--- config.mk ---
export PLATFORM = sky130hd
export DESIGN_NAME = tsc_control
export DESIGN_NICKNAME = d
export VERILOG_FILES = /design/src/verilog/tsc_pkg.sv /design/src/verilog/tsc_control.sv /design/src/verilog/tsc_pulse_gen.sv
export SDC_FILE = /design/constraint.sdc
export NUM_CORES = 1
export LEC_CHECK = 0
export BUFFER_PORTS_ARGS = -buffer_cell sky130_fd_sc_hd__buf_2
export CAP_MARGIN = 20
export CORE_MARGIN = 3
export CORE_UTILIZATION = 40
export CTS_CLUSTER_DIAMETER = 200
export DETAILED_ROUTE_END_ITERATION = 7
export GPL_TIMING_DRIVEN = 0
export PLACE_DENSITY_LB_ADDON = 0.08
export SLEW_MARGIN = 20
export SYNTH_ARGS = -nofsm -noshare
export SYNTH_HDL_FRONTEND = slang
export SYNTH_SLANG_ARGS = --single-unit
--- constraint.sdc ---
create_clock -name core_clk -period 1.2 [get_ports core_clk]
set_input_delay 0.24 -clock core_clk [delete_from_list [all_inputs] [get_ports core_clk]]
set_output_delay 0.24 -clock core_clk [all_outputs]
set_load 0.005 [all_outputs]
--- src/verilog/tsc_pkg.sv ---
package tsc_pkg;
  // ==========================================================================
  // Host port
  localparam int          ADDR_W              = 15;
  localparam int          DATA_W              = 16;
  localparam int          REG_SEL_BIT         = 14;
  localparam logic [13:0] CTRL_WORD_OFFSET    = 14'h0000;
  localparam logic [15:0] CTRL_WORD_RESET     = 16'h0000;
  // Defined, writable fields of the control word (bits 15:5 less reserved)
  localparam logic [15:0] CTRL_WORD_MASK      = 16'hF560;
  // ==========================================================================
  // Field positions
  localparam int          FILTER_MODE_HI      = 15;
  localparam int          FILTER_MODE_LO      = 13;
  localparam int          SAMPLE_SEL_BIT      = 12;
  localparam int          FILTER_EN_BIT       = 10;
  localparam int          PULSE_WIDTH_BIT     = 8;
  localparam int          IN_EDGE_BIT         = 6;
  localparam int          OUT_INV_BIT         = 5;
  // ==========================================================================
  // Filter mode codes
  localparam logic [2:0]  FILTER_MODE_LOW     = 3'h0;
  localparam logic [2:0]  FILTER_MODE_BOTH    = 3'h7;
  // ==========================================================================
  // Frame pulse widths
  localparam int          CLK_PERIOD_NS       = 40;
  localparam int          PULSE_NARROW_NS     = 122;
  localparam int          PULSE_WIDE_NS       = 244;
  localparam int          PULSE_HALF_NS       = 61;
  localparam int          PW_W                = 4;
  // Least times round up
  localparam logic [3:0]  PULSE_NARROW_CYC    =
    4'((PULSE_NARROW_NS + CLK_PERIOD_NS - 1) / CLK_PERIOD_NS);
  localparam logic [3:0]  PULSE_WIDE_CYC      =
    4'((PULSE_WIDE_NS + CLK_PERIOD_NS - 1) / CLK_PERIOD_NS);
  localparam logic [3:0]  PULSE_HALF_CYC      =
    4'((PULSE_HALF_NS + CLK_PERIOD_NS - 1) / CLK_PERIOD_NS);
  // ==========================================================================
  // Sample points
  typedef enum logic [1:0] {
    TSC_SAMPLE_3Q,
    TSC_SAMPLE_4Q,
    TSC_SAMPLE_1Q,
    TSC_SAMPLE_2Q
  } tsc_sample_t;
endpackage

--- src/verilog/tsc_control.sv ---
`timescale 1ns/10ps
module tsc_control #(
  parameter int DW = tsc_pkg::DATA_W,
  parameter int AW = tsc_pkg::ADDR_W
) (
  input  wire logic          core_clk,
  input  wire logic          reset_n,
  input  wire logic          host_cs_n,
  input  wire logic          host_wr_n,
  input  wire logic [AW-1:0] host_addr,
  input  wire logic [DW-1:0] host_wdata,
  output logic      [DW-1:0] host_rdata,
  output logic               host_rvalid,
  input  wire logic [5:0]    input_delay_code,
  input  wire logic          clock_in_8m,
  input  wire logic          frame_pulse_in,
  output logic               filter_active,
  output logic               filter_high_jitter,
  output logic               filter_mode_reserved,
  output logic               sample_point_select,
  output logic [1:0]         sample_point,
  output logic [2:0]         whole_bit_delay,
  output logic [4:0]         quarter_bit_delay,
  output logic               frame_width_error,
  output logic               frame_boundary,
  output logic               frame_pulse_out_8m,
  output logic               frame_pulse_out_16m,
  output logic               clock_out_8m,
  output logic               clock_out_16m
);
  // ==========================================================================
  // Control word
  logic [DW-1:0] switch_control_word;
  logic          ctrl_hit;
  logic          boundary_filter_enable;
  logic [2:0]    boundary_filter_mode;
  logic          frame_pulse_width_select;
  logic          input_clock_edge_select;
  logic          output_clock_invert;

  assign ctrl_hit = !host_cs_n && !host_addr[tsc_pkg::REG_SEL_BIT]
                    && (host_addr[13:0] == tsc_pkg::CTRL_WORD_OFFSET);

  always_ff @(posedge core_clk or negedge reset_n) begin
    if (!reset_n) begin
      switch_control_word <= tsc_pkg::CTRL_WORD_RESET;
    end else if (ctrl_hit && !host_wr_n) begin
      // Reserved bits held at zero whatever software writes
      switch_control_word <= host_wdata & tsc_pkg::CTRL_WORD_MASK;
    end
  end

  always_ff @(posedge core_clk or negedge reset_n) begin
    if (!reset_n) begin
      host_rdata  <= '0;
      host_rvalid <= 1'b0;
    end else begin
      host_rvalid <= !host_cs_n && host_wr_n;
      host_rdata  <= (ctrl_hit && host_wr_n) ? switch_control_word : '0;
    end
  end

  assign boundary_filter_mode     =
    switch_control_word[tsc_pkg::FILTER_MODE_HI:tsc_pkg::FILTER_MODE_LO];
  assign boundary_filter_enable   = switch_control_word[tsc_pkg::FILTER_EN_BIT];
  assign frame_pulse_width_select = switch_control_word[tsc_pkg::PULSE_WIDTH_BIT];
  assign input_clock_edge_select  = switch_control_word[tsc_pkg::IN_EDGE_BIT];
  assign output_clock_invert      = switch_control_word[tsc_pkg::OUT_INV_BIT];

  // ==========================================================================
  // Boundary filter settings
  always_ff @(posedge core_clk or negedge reset_n) begin
    if (!reset_n) begin
      filter_active        <= 1'b0;
      filter_high_jitter   <= 1'b0;
      filter_mode_reserved <= 1'b0;
    end else begin
      filter_active        <= boundary_filter_enable;
      filter_high_jitter   <= boundary_filter_enable
                              && (boundary_filter_mode == tsc_pkg::FILTER_MODE_BOTH);
      filter_mode_reserved <= boundary_filter_enable
                              && (boundary_filter_mode != tsc_pkg::FILTER_MODE_BOTH)
                              && (boundary_filter_mode != tsc_pkg::FILTER_MODE_LOW);
    end
  end

  // ==========================================================================
  // Input sampling point and delay
  tsc_pkg::tsc_sample_t next_sample_point;

  always_comb begin
    if (switch_control_word[tsc_pkg::SAMPLE_SEL_BIT]) begin
      next_sample_point = tsc_pkg::tsc_sample_t'(input_delay_code[1:0]);
    end else begin
      next_sample_point = tsc_pkg::TSC_SAMPLE_3Q;
    end
  end

  always_ff @(posedge core_clk or negedge reset_n) begin
    if (!reset_n) begin
      sample_point_select <= 1'b0;
      sample_point        <= 2'h0;
      whole_bit_delay     <= 3'h0;
      quarter_bit_delay   <= 5'h00;
    end else begin
      sample_point_select <= switch_control_word[tsc_pkg::SAMPLE_SEL_BIT];
      sample_point        <= next_sample_point;
      if (switch_control_word[tsc_pkg::SAMPLE_SEL_BIT]) begin
        whole_bit_delay   <= input_delay_code[4:2];
        quarter_bit_delay <= {input_delay_code[4:2], 2'h0};
      end else begin
        whole_bit_delay   <= input_delay_code[4:2];
        quarter_bit_delay <= input_delay_code[4:0];
      end
    end
  end

  // ==========================================================================
  // Frame boundary detection on the selected input clock edge
  logic clk_prev;
  logic fp_prev;
  logic edge_seen;
  logic [tsc_pkg::PW_W-1:0] fp_len;
  logic [tsc_pkg::PW_W-1:0] expect_len;
  logic                     edge_armed;

  // Least samples a full-width input pulse shows at this clock
  localparam logic [tsc_pkg::PW_W-1:0] MIN_NARROW_CYC =
    tsc_pkg::PW_W'(tsc_pkg::PULSE_NARROW_NS / tsc_pkg::CLK_PERIOD_NS);
  localparam logic [tsc_pkg::PW_W-1:0] MIN_WIDE_CYC   =
    tsc_pkg::PW_W'(tsc_pkg::PULSE_WIDE_NS / tsc_pkg::CLK_PERIOD_NS);

  assign edge_seen = edge_armed
                     && (input_clock_edge_select ? (clock_in_8m && !clk_prev)
                                                 : (!clock_in_8m && clk_prev));
  assign expect_len = frame_pulse_width_select ? MIN_WIDE_CYC : MIN_NARROW_CYC;

  // Edge detector armed once a true previous clock sample exists
  always_ff @(posedge core_clk or negedge reset_n) begin
    if (!reset_n) begin
      edge_armed <= 1'b0;
    end else begin
      edge_armed <= 1'b1;
    end
  end

  always_ff @(posedge core_clk or negedge reset_n) begin
    if (!reset_n) begin
      clk_prev       <= 1'b0;
      fp_prev        <= 1'b0;
      fp_len         <= '0;
      frame_boundary <= 1'b0;
    end else begin
      clk_prev       <= clock_in_8m;
      fp_prev        <= frame_pulse_in;
      frame_boundary <= edge_seen && frame_pulse_in && !fp_prev;
      if (frame_pulse_in) begin
        fp_len <= (fp_len == '1) ? fp_len : fp_len + tsc_pkg::PW_W'(1);
      end else begin
        fp_len <= '0;
      end
    end
  end

  // Input pulse shorter than the selected width is flagged
  always_ff @(posedge core_clk or negedge reset_n) begin
    if (!reset_n) begin
      frame_width_error <= 1'b0;
    end else if (fp_prev && !frame_pulse_in) begin
      frame_width_error <= (fp_len < expect_len);
    end
  end

  // ==========================================================================
  // Output frame pulses
  logic [tsc_pkg::PW_W-1:0] len_8m;
  logic [tsc_pkg::PW_W-1:0] len_16m;

  assign len_8m  = frame_pulse_width_select ? tsc_pkg::PULSE_WIDE_CYC
                                            : tsc_pkg::PULSE_NARROW_CYC;
  assign len_16m = frame_pulse_width_select ? tsc_pkg::PULSE_NARROW_CYC
                                            : tsc_pkg::PULSE_HALF_CYC;

  tsc_pulse_gen #(.W(tsc_pkg::PW_W)) u_pulse_8m (
    .core_clk (core_clk),
    .reset_n  (reset_n),
    .start    (frame_boundary),
    .length   (len_8m),
    .pulse    (frame_pulse_out_8m)
  );

  tsc_pulse_gen #(.W(tsc_pkg::PW_W)) u_pulse_16m (
    .core_clk (core_clk),
    .reset_n  (reset_n),
    .start    (frame_boundary),
    .length   (len_16m),
    .pulse    (frame_pulse_out_16m)
  );

  // ==========================================================================
  // Output clocks
  logic clk16_div;

  always_ff @(posedge core_clk or negedge reset_n) begin
    if (!reset_n) begin
      clk16_div     <= 1'b0;
      clock_out_8m  <= 1'b0;
      clock_out_16m <= 1'b0;
    end else begin
      clk16_div     <= !clk16_div;
      clock_out_8m  <= clock_in_8m ^ output_clock_invert;
      clock_out_16m <= clk16_div ^ output_clock_invert;
    end
  end
endmodule // tsc_control

--- src/verilog/tsc_pulse_gen.sv ---
`timescale 1ns/10ps
// ============================================================================
// Stretches a one-cycle start into a pulse of a given length
module tsc_pulse_gen #(
  parameter int W = 4
) (
  input  wire logic         core_clk,
  input  wire logic         reset_n,
  input  wire logic         start,
  input  wire logic [W-1:0] length,
  output logic              pulse
);
  logic [W-1:0] remaining;

  always_ff @(posedge core_clk or negedge reset_n) begin
    if (!reset_n) begin
      remaining <= '0;
      pulse     <= 1'b0;
    end else if (start) begin
      remaining <= length - W'(1);
      pulse     <= (length != '0);
    end else if (remaining != '0) begin
      remaining <= remaining - W'(1);
      pulse     <= 1'b1;
    end else begin
      pulse <= 1'b0;
    end
  end
endmodule // tsc_pulse_gen

# After elaboration in Yosys (flattened, before gate mapping)
# Index checks and enable logic that the tools add are counted.
[classes]
add_sub_neg = 5
order_cmp = 1
eq_ne = 4
mux = 17
bitwise = 2
reduce_logical = 30
[ops]
columns = ["cell", "count"]
rows = [
  ["two-way mux 4 bit", 6],
  ["two-way mux 16 bit", 1],
  ["nonzero test 4 bit", 4],
  ["logical AND 1 bit", 14],
  ["logical NOT 14 bit", 1],
  ["logical NOT 1 bit", 8],
  ["subtractor 3 x 1 -> 4 bit (second input constant)", 2],
  ["subtractor 4 x 1 -> 4 bit (second input constant)", 2],
  ["two-way mux 2 bit", 3],
  ["two-way mux 3 bit", 2],
  ["two-way mux 1 bit", 5],
  ["adder 4 x 1 -> 4 bit (second input constant)", 1],
  ["== test 4 bit (second input constant)", 1],
  ["< comparator 4 x 3 -> 1 bit", 1],
  ["nonzero test 2 bit", 2],
  ["== test 3 bit (second input constant)", 1],
  ["inequality test 3 bit (second input constant)", 1],
  ["nonzero test 3 bit", 1],
  ["inequality test 2 bit (second input constant)", 1],
  ["XOR 1 bit", 2],
]
[totals]
ff_bits = 61
input_bits = 43
out_inout_bits = 37
wordCells = 82

# Logic depth before layout (Yosys ltp)
[logic_depth]
depth_word = 6
mapped_depth = 6
mapped_depth_nobuf = 6

# Cells and area by module
# A second synthesis with hierarchy kept.
[hier_totals]
cells_unflattened = 158
area_unflattened_um2 = 2037.0
[modules_own_cells]
columns = ["module", "n_inst", "cells_each", "area_per_inst_um2", "seq_area_each_um2"]
rows = [
  ["tsc_control", 1, 114, 1506.4, 1001.0],
  ["tsc_pulse_gen", 2, 22, 265.3, 125.1],
]

# Worst setup path after synthesis
# No wires, ideal clock.
[synth_path]
path_type = "input -> register"
from = "input host_addr[2]"
to = "register switch_control_word[10]"
setup_ns = 0.125
arrival_time_ns = 1.256
t_required_ns = 1.075
setup_slack_ns = -0.181
cell_stages = 4
path_buffers = 0
cell_sequence = "nor4_1 nand4_1 nor2_4 mux2_2"
[synth_via]
elab_chain_cells = 3
[synth_lines]
columns = ["element", "line", "rtl"]
rows = [
  ["from (decl)", "tsc_control.sv:10", "input wire logic [AW-1:0] host_addr,"],
  ["logical NOT 14 bit", "tsc_control.sv:42", "&& (host_addr[13:0] == tsc_pkg::CTRL_WORD_OFFSET);"],
  ["logical AND 1 bit", "tsc_control.sv:42", ""],
  ["logical AND 1 bit", "tsc_control.sv:47", "end else if (ctrl_hit && !host_wr_n) begin"],
  ["to (signal assigned)", "tsc_control.sv:46", "switch_control_word <= tsc_pkg::CTRL_WORD_RESET;"],
  ["to (signal assigned)", "tsc_control.sv:49", "switch_control_word <= host_wdata & tsc_pkg::CTRL_WORD_MASK;"],
  ["to (decl)", "tsc_control.sv:33", "logic [DW-1:0] switch_control_word;"],
]
# No other way between the ends.
# A chain may end at the register's enable or synchronous reset.

# Worst setup path after layout
[layout_path]
from = "input host_addr[11]"
to = "register switch_control_word[14]"
# Same word-level chain as after synthesis.

==> impl_results.md <==
* Top Usage Layer GRT: met2
* Detailed router's first-iteration violation count at 30
* Fin Clk Skew at 0.0120 ns
* CTS Sinks at 50
* First-pass GRT wire length at 6240 um
* Main synth FF type: dfrtp_1
* Async set-reset flop share out of synthesis at 100%
* Number of top-level pins at 80
* Met2 usage at 23.9%
* Register area share after synthesis at 64.5%
* Worst Reg2Reg Path Length in Cells at 6
* Core box area at 0.00450 mm2
* Non-Filler Instances at 292
* Largest net degree at the start of global routing at 51
* DRC Markers at 0
* Critical Path AT at 1.50 ns
* Hold Path Class: input port to register
* Pre-CTS setup slack at -0.449 ns
* Post-Place Cells at 276
* RSZ-0062 raised after global routing: true
* Dpl hpwl at 2750 um
* Startpoint Class: input port
* Ranking of synthesized cells by area: dfrtp_1 65%, mux2_2 4.6%, buf_4 4.3%
* Fmax at 761 MHz
* Max FO, Critical Path at 8
* Chip height at 75.6 um
* Pre-Repair DR Iteration Count at 4
* Maxcap violations at 0
* Initial antenna violation count at 0
* Met3 Use GR at 4.35%
* Post-synth EDFFs at 0
* Adder-cell share of the synthesized area at 3.23%
* Number of global-route vias before repair at 1416
* Met1 Use GR at 18.2%
* Worst-Margin Slew at 0.606 ns
* Area grow syn2layout at 40.6%
* Drt wl/cell at 13.4 um
* Post-synthesis mux area share at 5.68%
* Simple-gate share of the synthesized area at 13.4%
* Status: finished, violations left
* Via count at 1398
* Final min period at 1.31 ns
* Synth Register Bits at 50
* H-tree Lvls at 2
* Total gr overflow at 0
* Final worst slack at -0.113 ns
* CP endpoint kind: register
* Antenna diode count at 0
* Largest family of logic cells by synthesized area: simple AND/OR/NAND/NOR gates
* WP data required at 1.39 ns
* Antenna viol nets, final at 0
* Final period util at 109%
* Die area at 0.00572 mm2
* Synth Warn # at 0
* Max-Slew Margin vs Limit at 59.6%
* VDD IR max at 0.000773 V
* Post-Syn Instances at 155
* Overall routed net length at 3910 um
* Vias/cell at 4.79
* Final setup viols at 9
* Max-slew violation count at 0
* Port Buf Inserts at 62
* Core Rows at 24
* Worst Hold Path Cells at 1
* Clock root buffer: clkbuf_8
* XOR/XNOR Fraction of Synth Area at 2.26%
* Post-synthesis area per instance at 12.5 um2
* Cell Area, Synth at 0.00194 mm2
* Cell taking the most area after synthesis: dfrtp_1
* Pwr per Cell Area at 1380 mW/mm2
* Crit Path Class: input port to register
* Final #Nets at 288
* CTS tree: done
* Fillcell total at 370
* Hold Vio Cnt, Final at 0
* All-layer global routing usage at 14.5%
* Initial Util at 43.1%
* Unique masters post-synth at 30
* Leak pwr at 1.40 nW
* CTS clk-pin slew, worst paths at 0.09 ns
* Clock Tree Buf Depth at 2
* GPL Wtd Cong at 0.710
* Share of the synthesized area in the top cell type at 64.5%
* Die width at 75.6 um
* Layout cell share with drive strength beyond 1 at 48.8%
* Failing checks: negative setup slack
* Compound-Gate Fraction of Synth Area at 4.52%
* Num CTS Buffers at 5
* Clk_lat worst skew at 0.30 ns
-- Yosys cell counts (2+ instances only) --
master and count:
dfrtp_1 50, nor2_1 14, buf_4 11, and2_1 9
inv_1 8, mux2_2 8, ha_1 5, nor3_1 5
a21oi_1 4, nand3_1 4, nor4_1 4, xor2_1 4
a31oi_1 3, nand2_1 3, or3_1 3, and3_1 2
conb_1 2, mux2i_1 2, nor2b_1 2, o21ai_0 2
-- power by group --
group / internal (mW) / switching [mW] / total [mW]
Clock: 0.398 / 0.536 / 0.934
Combinational: 0.432 / 0.401 / 0.833
Sequential: 1.86 / 0.121 / 1.98
Total: 2.69 / 1.06 / 3.75
-- cell families (layout without fill, tap and decap cells) --
group / Yosys count / count (layout)
mux: 10 / 10
xor+xnor: 5 / 5
buf+inv: 20 / 98
other cells: 2 / 9
flops: 50 / 50
fa+ha+maj: 5 / 5
simple gates: 49 / 49
compound gates: 14 / 14
-- worst max-delay path: stages --
cell and delay [ns]:
buf_6 0.09, nor4_2 0.28, nand4_1 0.26, nor2_4 0.18, buf_12 0.15, mux2_4 0.30
-- cells in the final DEF (no fill, tap or decap), types with 4 or more instances in the layout --
cell	synthesis	final
inv_1	8	7
dfrtp_1	50	47
xor2_1	4	4
conb_1	2	9
and2_1	9	9
mux2_4	0	8
buf_2	0	52
clkbuf_8	0	5
nor2_1	14	12
buf_6	0	9
buf_4	11	18
-- state kept, by name, summed over array words and instances (netlist names), 2 cells and up --
signal and count:
sample_point 2, switch_control_word 8, u_pulse_8m.remaining 4, quarter_bit_delay 5, fp_len 4, u_pulse_16m.remaining 4
host_rdata 8
-- cell type report --
cell class                 instances  area [um2]  share of cell area (%)
buffer                            10        75.1                    2.75
tap                               52        65.1                    2.39
sequential                        50        1250                    46.0
timing repair buffer              72         467                    17.1
clock inverter                     2        15.0                   0.550
clock buffer                       5        68.8                    2.52
inverter                           9        38.8                    1.42
multi-input combinational         92         743                    27.2
-- per-layer routing --
layer	vias up	routed length, um
met5	-	0
met4	0	70
met3	9	254
met2	56	1980
met1	663	1610
li1	670	-
-- final timing paths --
path | startpoint | end | slack [ns]
setup / recovery | host_addr[11] | switch_control_word[14]$_DFFE_PN0P_ | -0.11
min in group asynchronous | reset_n | u_pulse_8m.pulse$_DFF_PN0_ | 0.48
max in group asynchronous | reset_n | fp_len[2]$_DFFE_PN0P_ | 0.28
hold reg to reg | clk16_div$_DFF_PN0_ | clk16_div$_DFF_PN0_ | 0.44
hold / removal | input_delay_code[4] | quarter_bit_delay[4]$_DFF_PN0_ | 0.04
setup reg to reg | frame_boundary$_DFF_PN0_ | u_pulse_16m.remaining[2]$_DFFE_PN0P_ | 0.02
-- repair_timing --
action                                  4_1_cts  5_1_grt
buffers inserted                              5        4
pin swaps                                     5        7
endpoints found under the setup margin       23       30
hold endpoints to repair                      0       37
hold buffers                                  0        1
resized for setup                            20       22
-- through the flow --
step                      total power [mW]  cell area [um2]  util (%)  TNS [ns]  hold slack [ns]
after floorplan                       2.41             1990         -     -1.36          -0.0556
after global placement                2.59             2370      52.6     -5.85            0.349
after detailed placement              2.66             2370      52.6     -6.54            0.352
after CTS                             3.65             2590      57.6    -0.273           0.0300
after global routing                  3.98             2730      60.6     -1.44           0.0233
final                                 3.75             2730      60.6    -0.913           0.0404
Power figures use the tool's default switching activity.
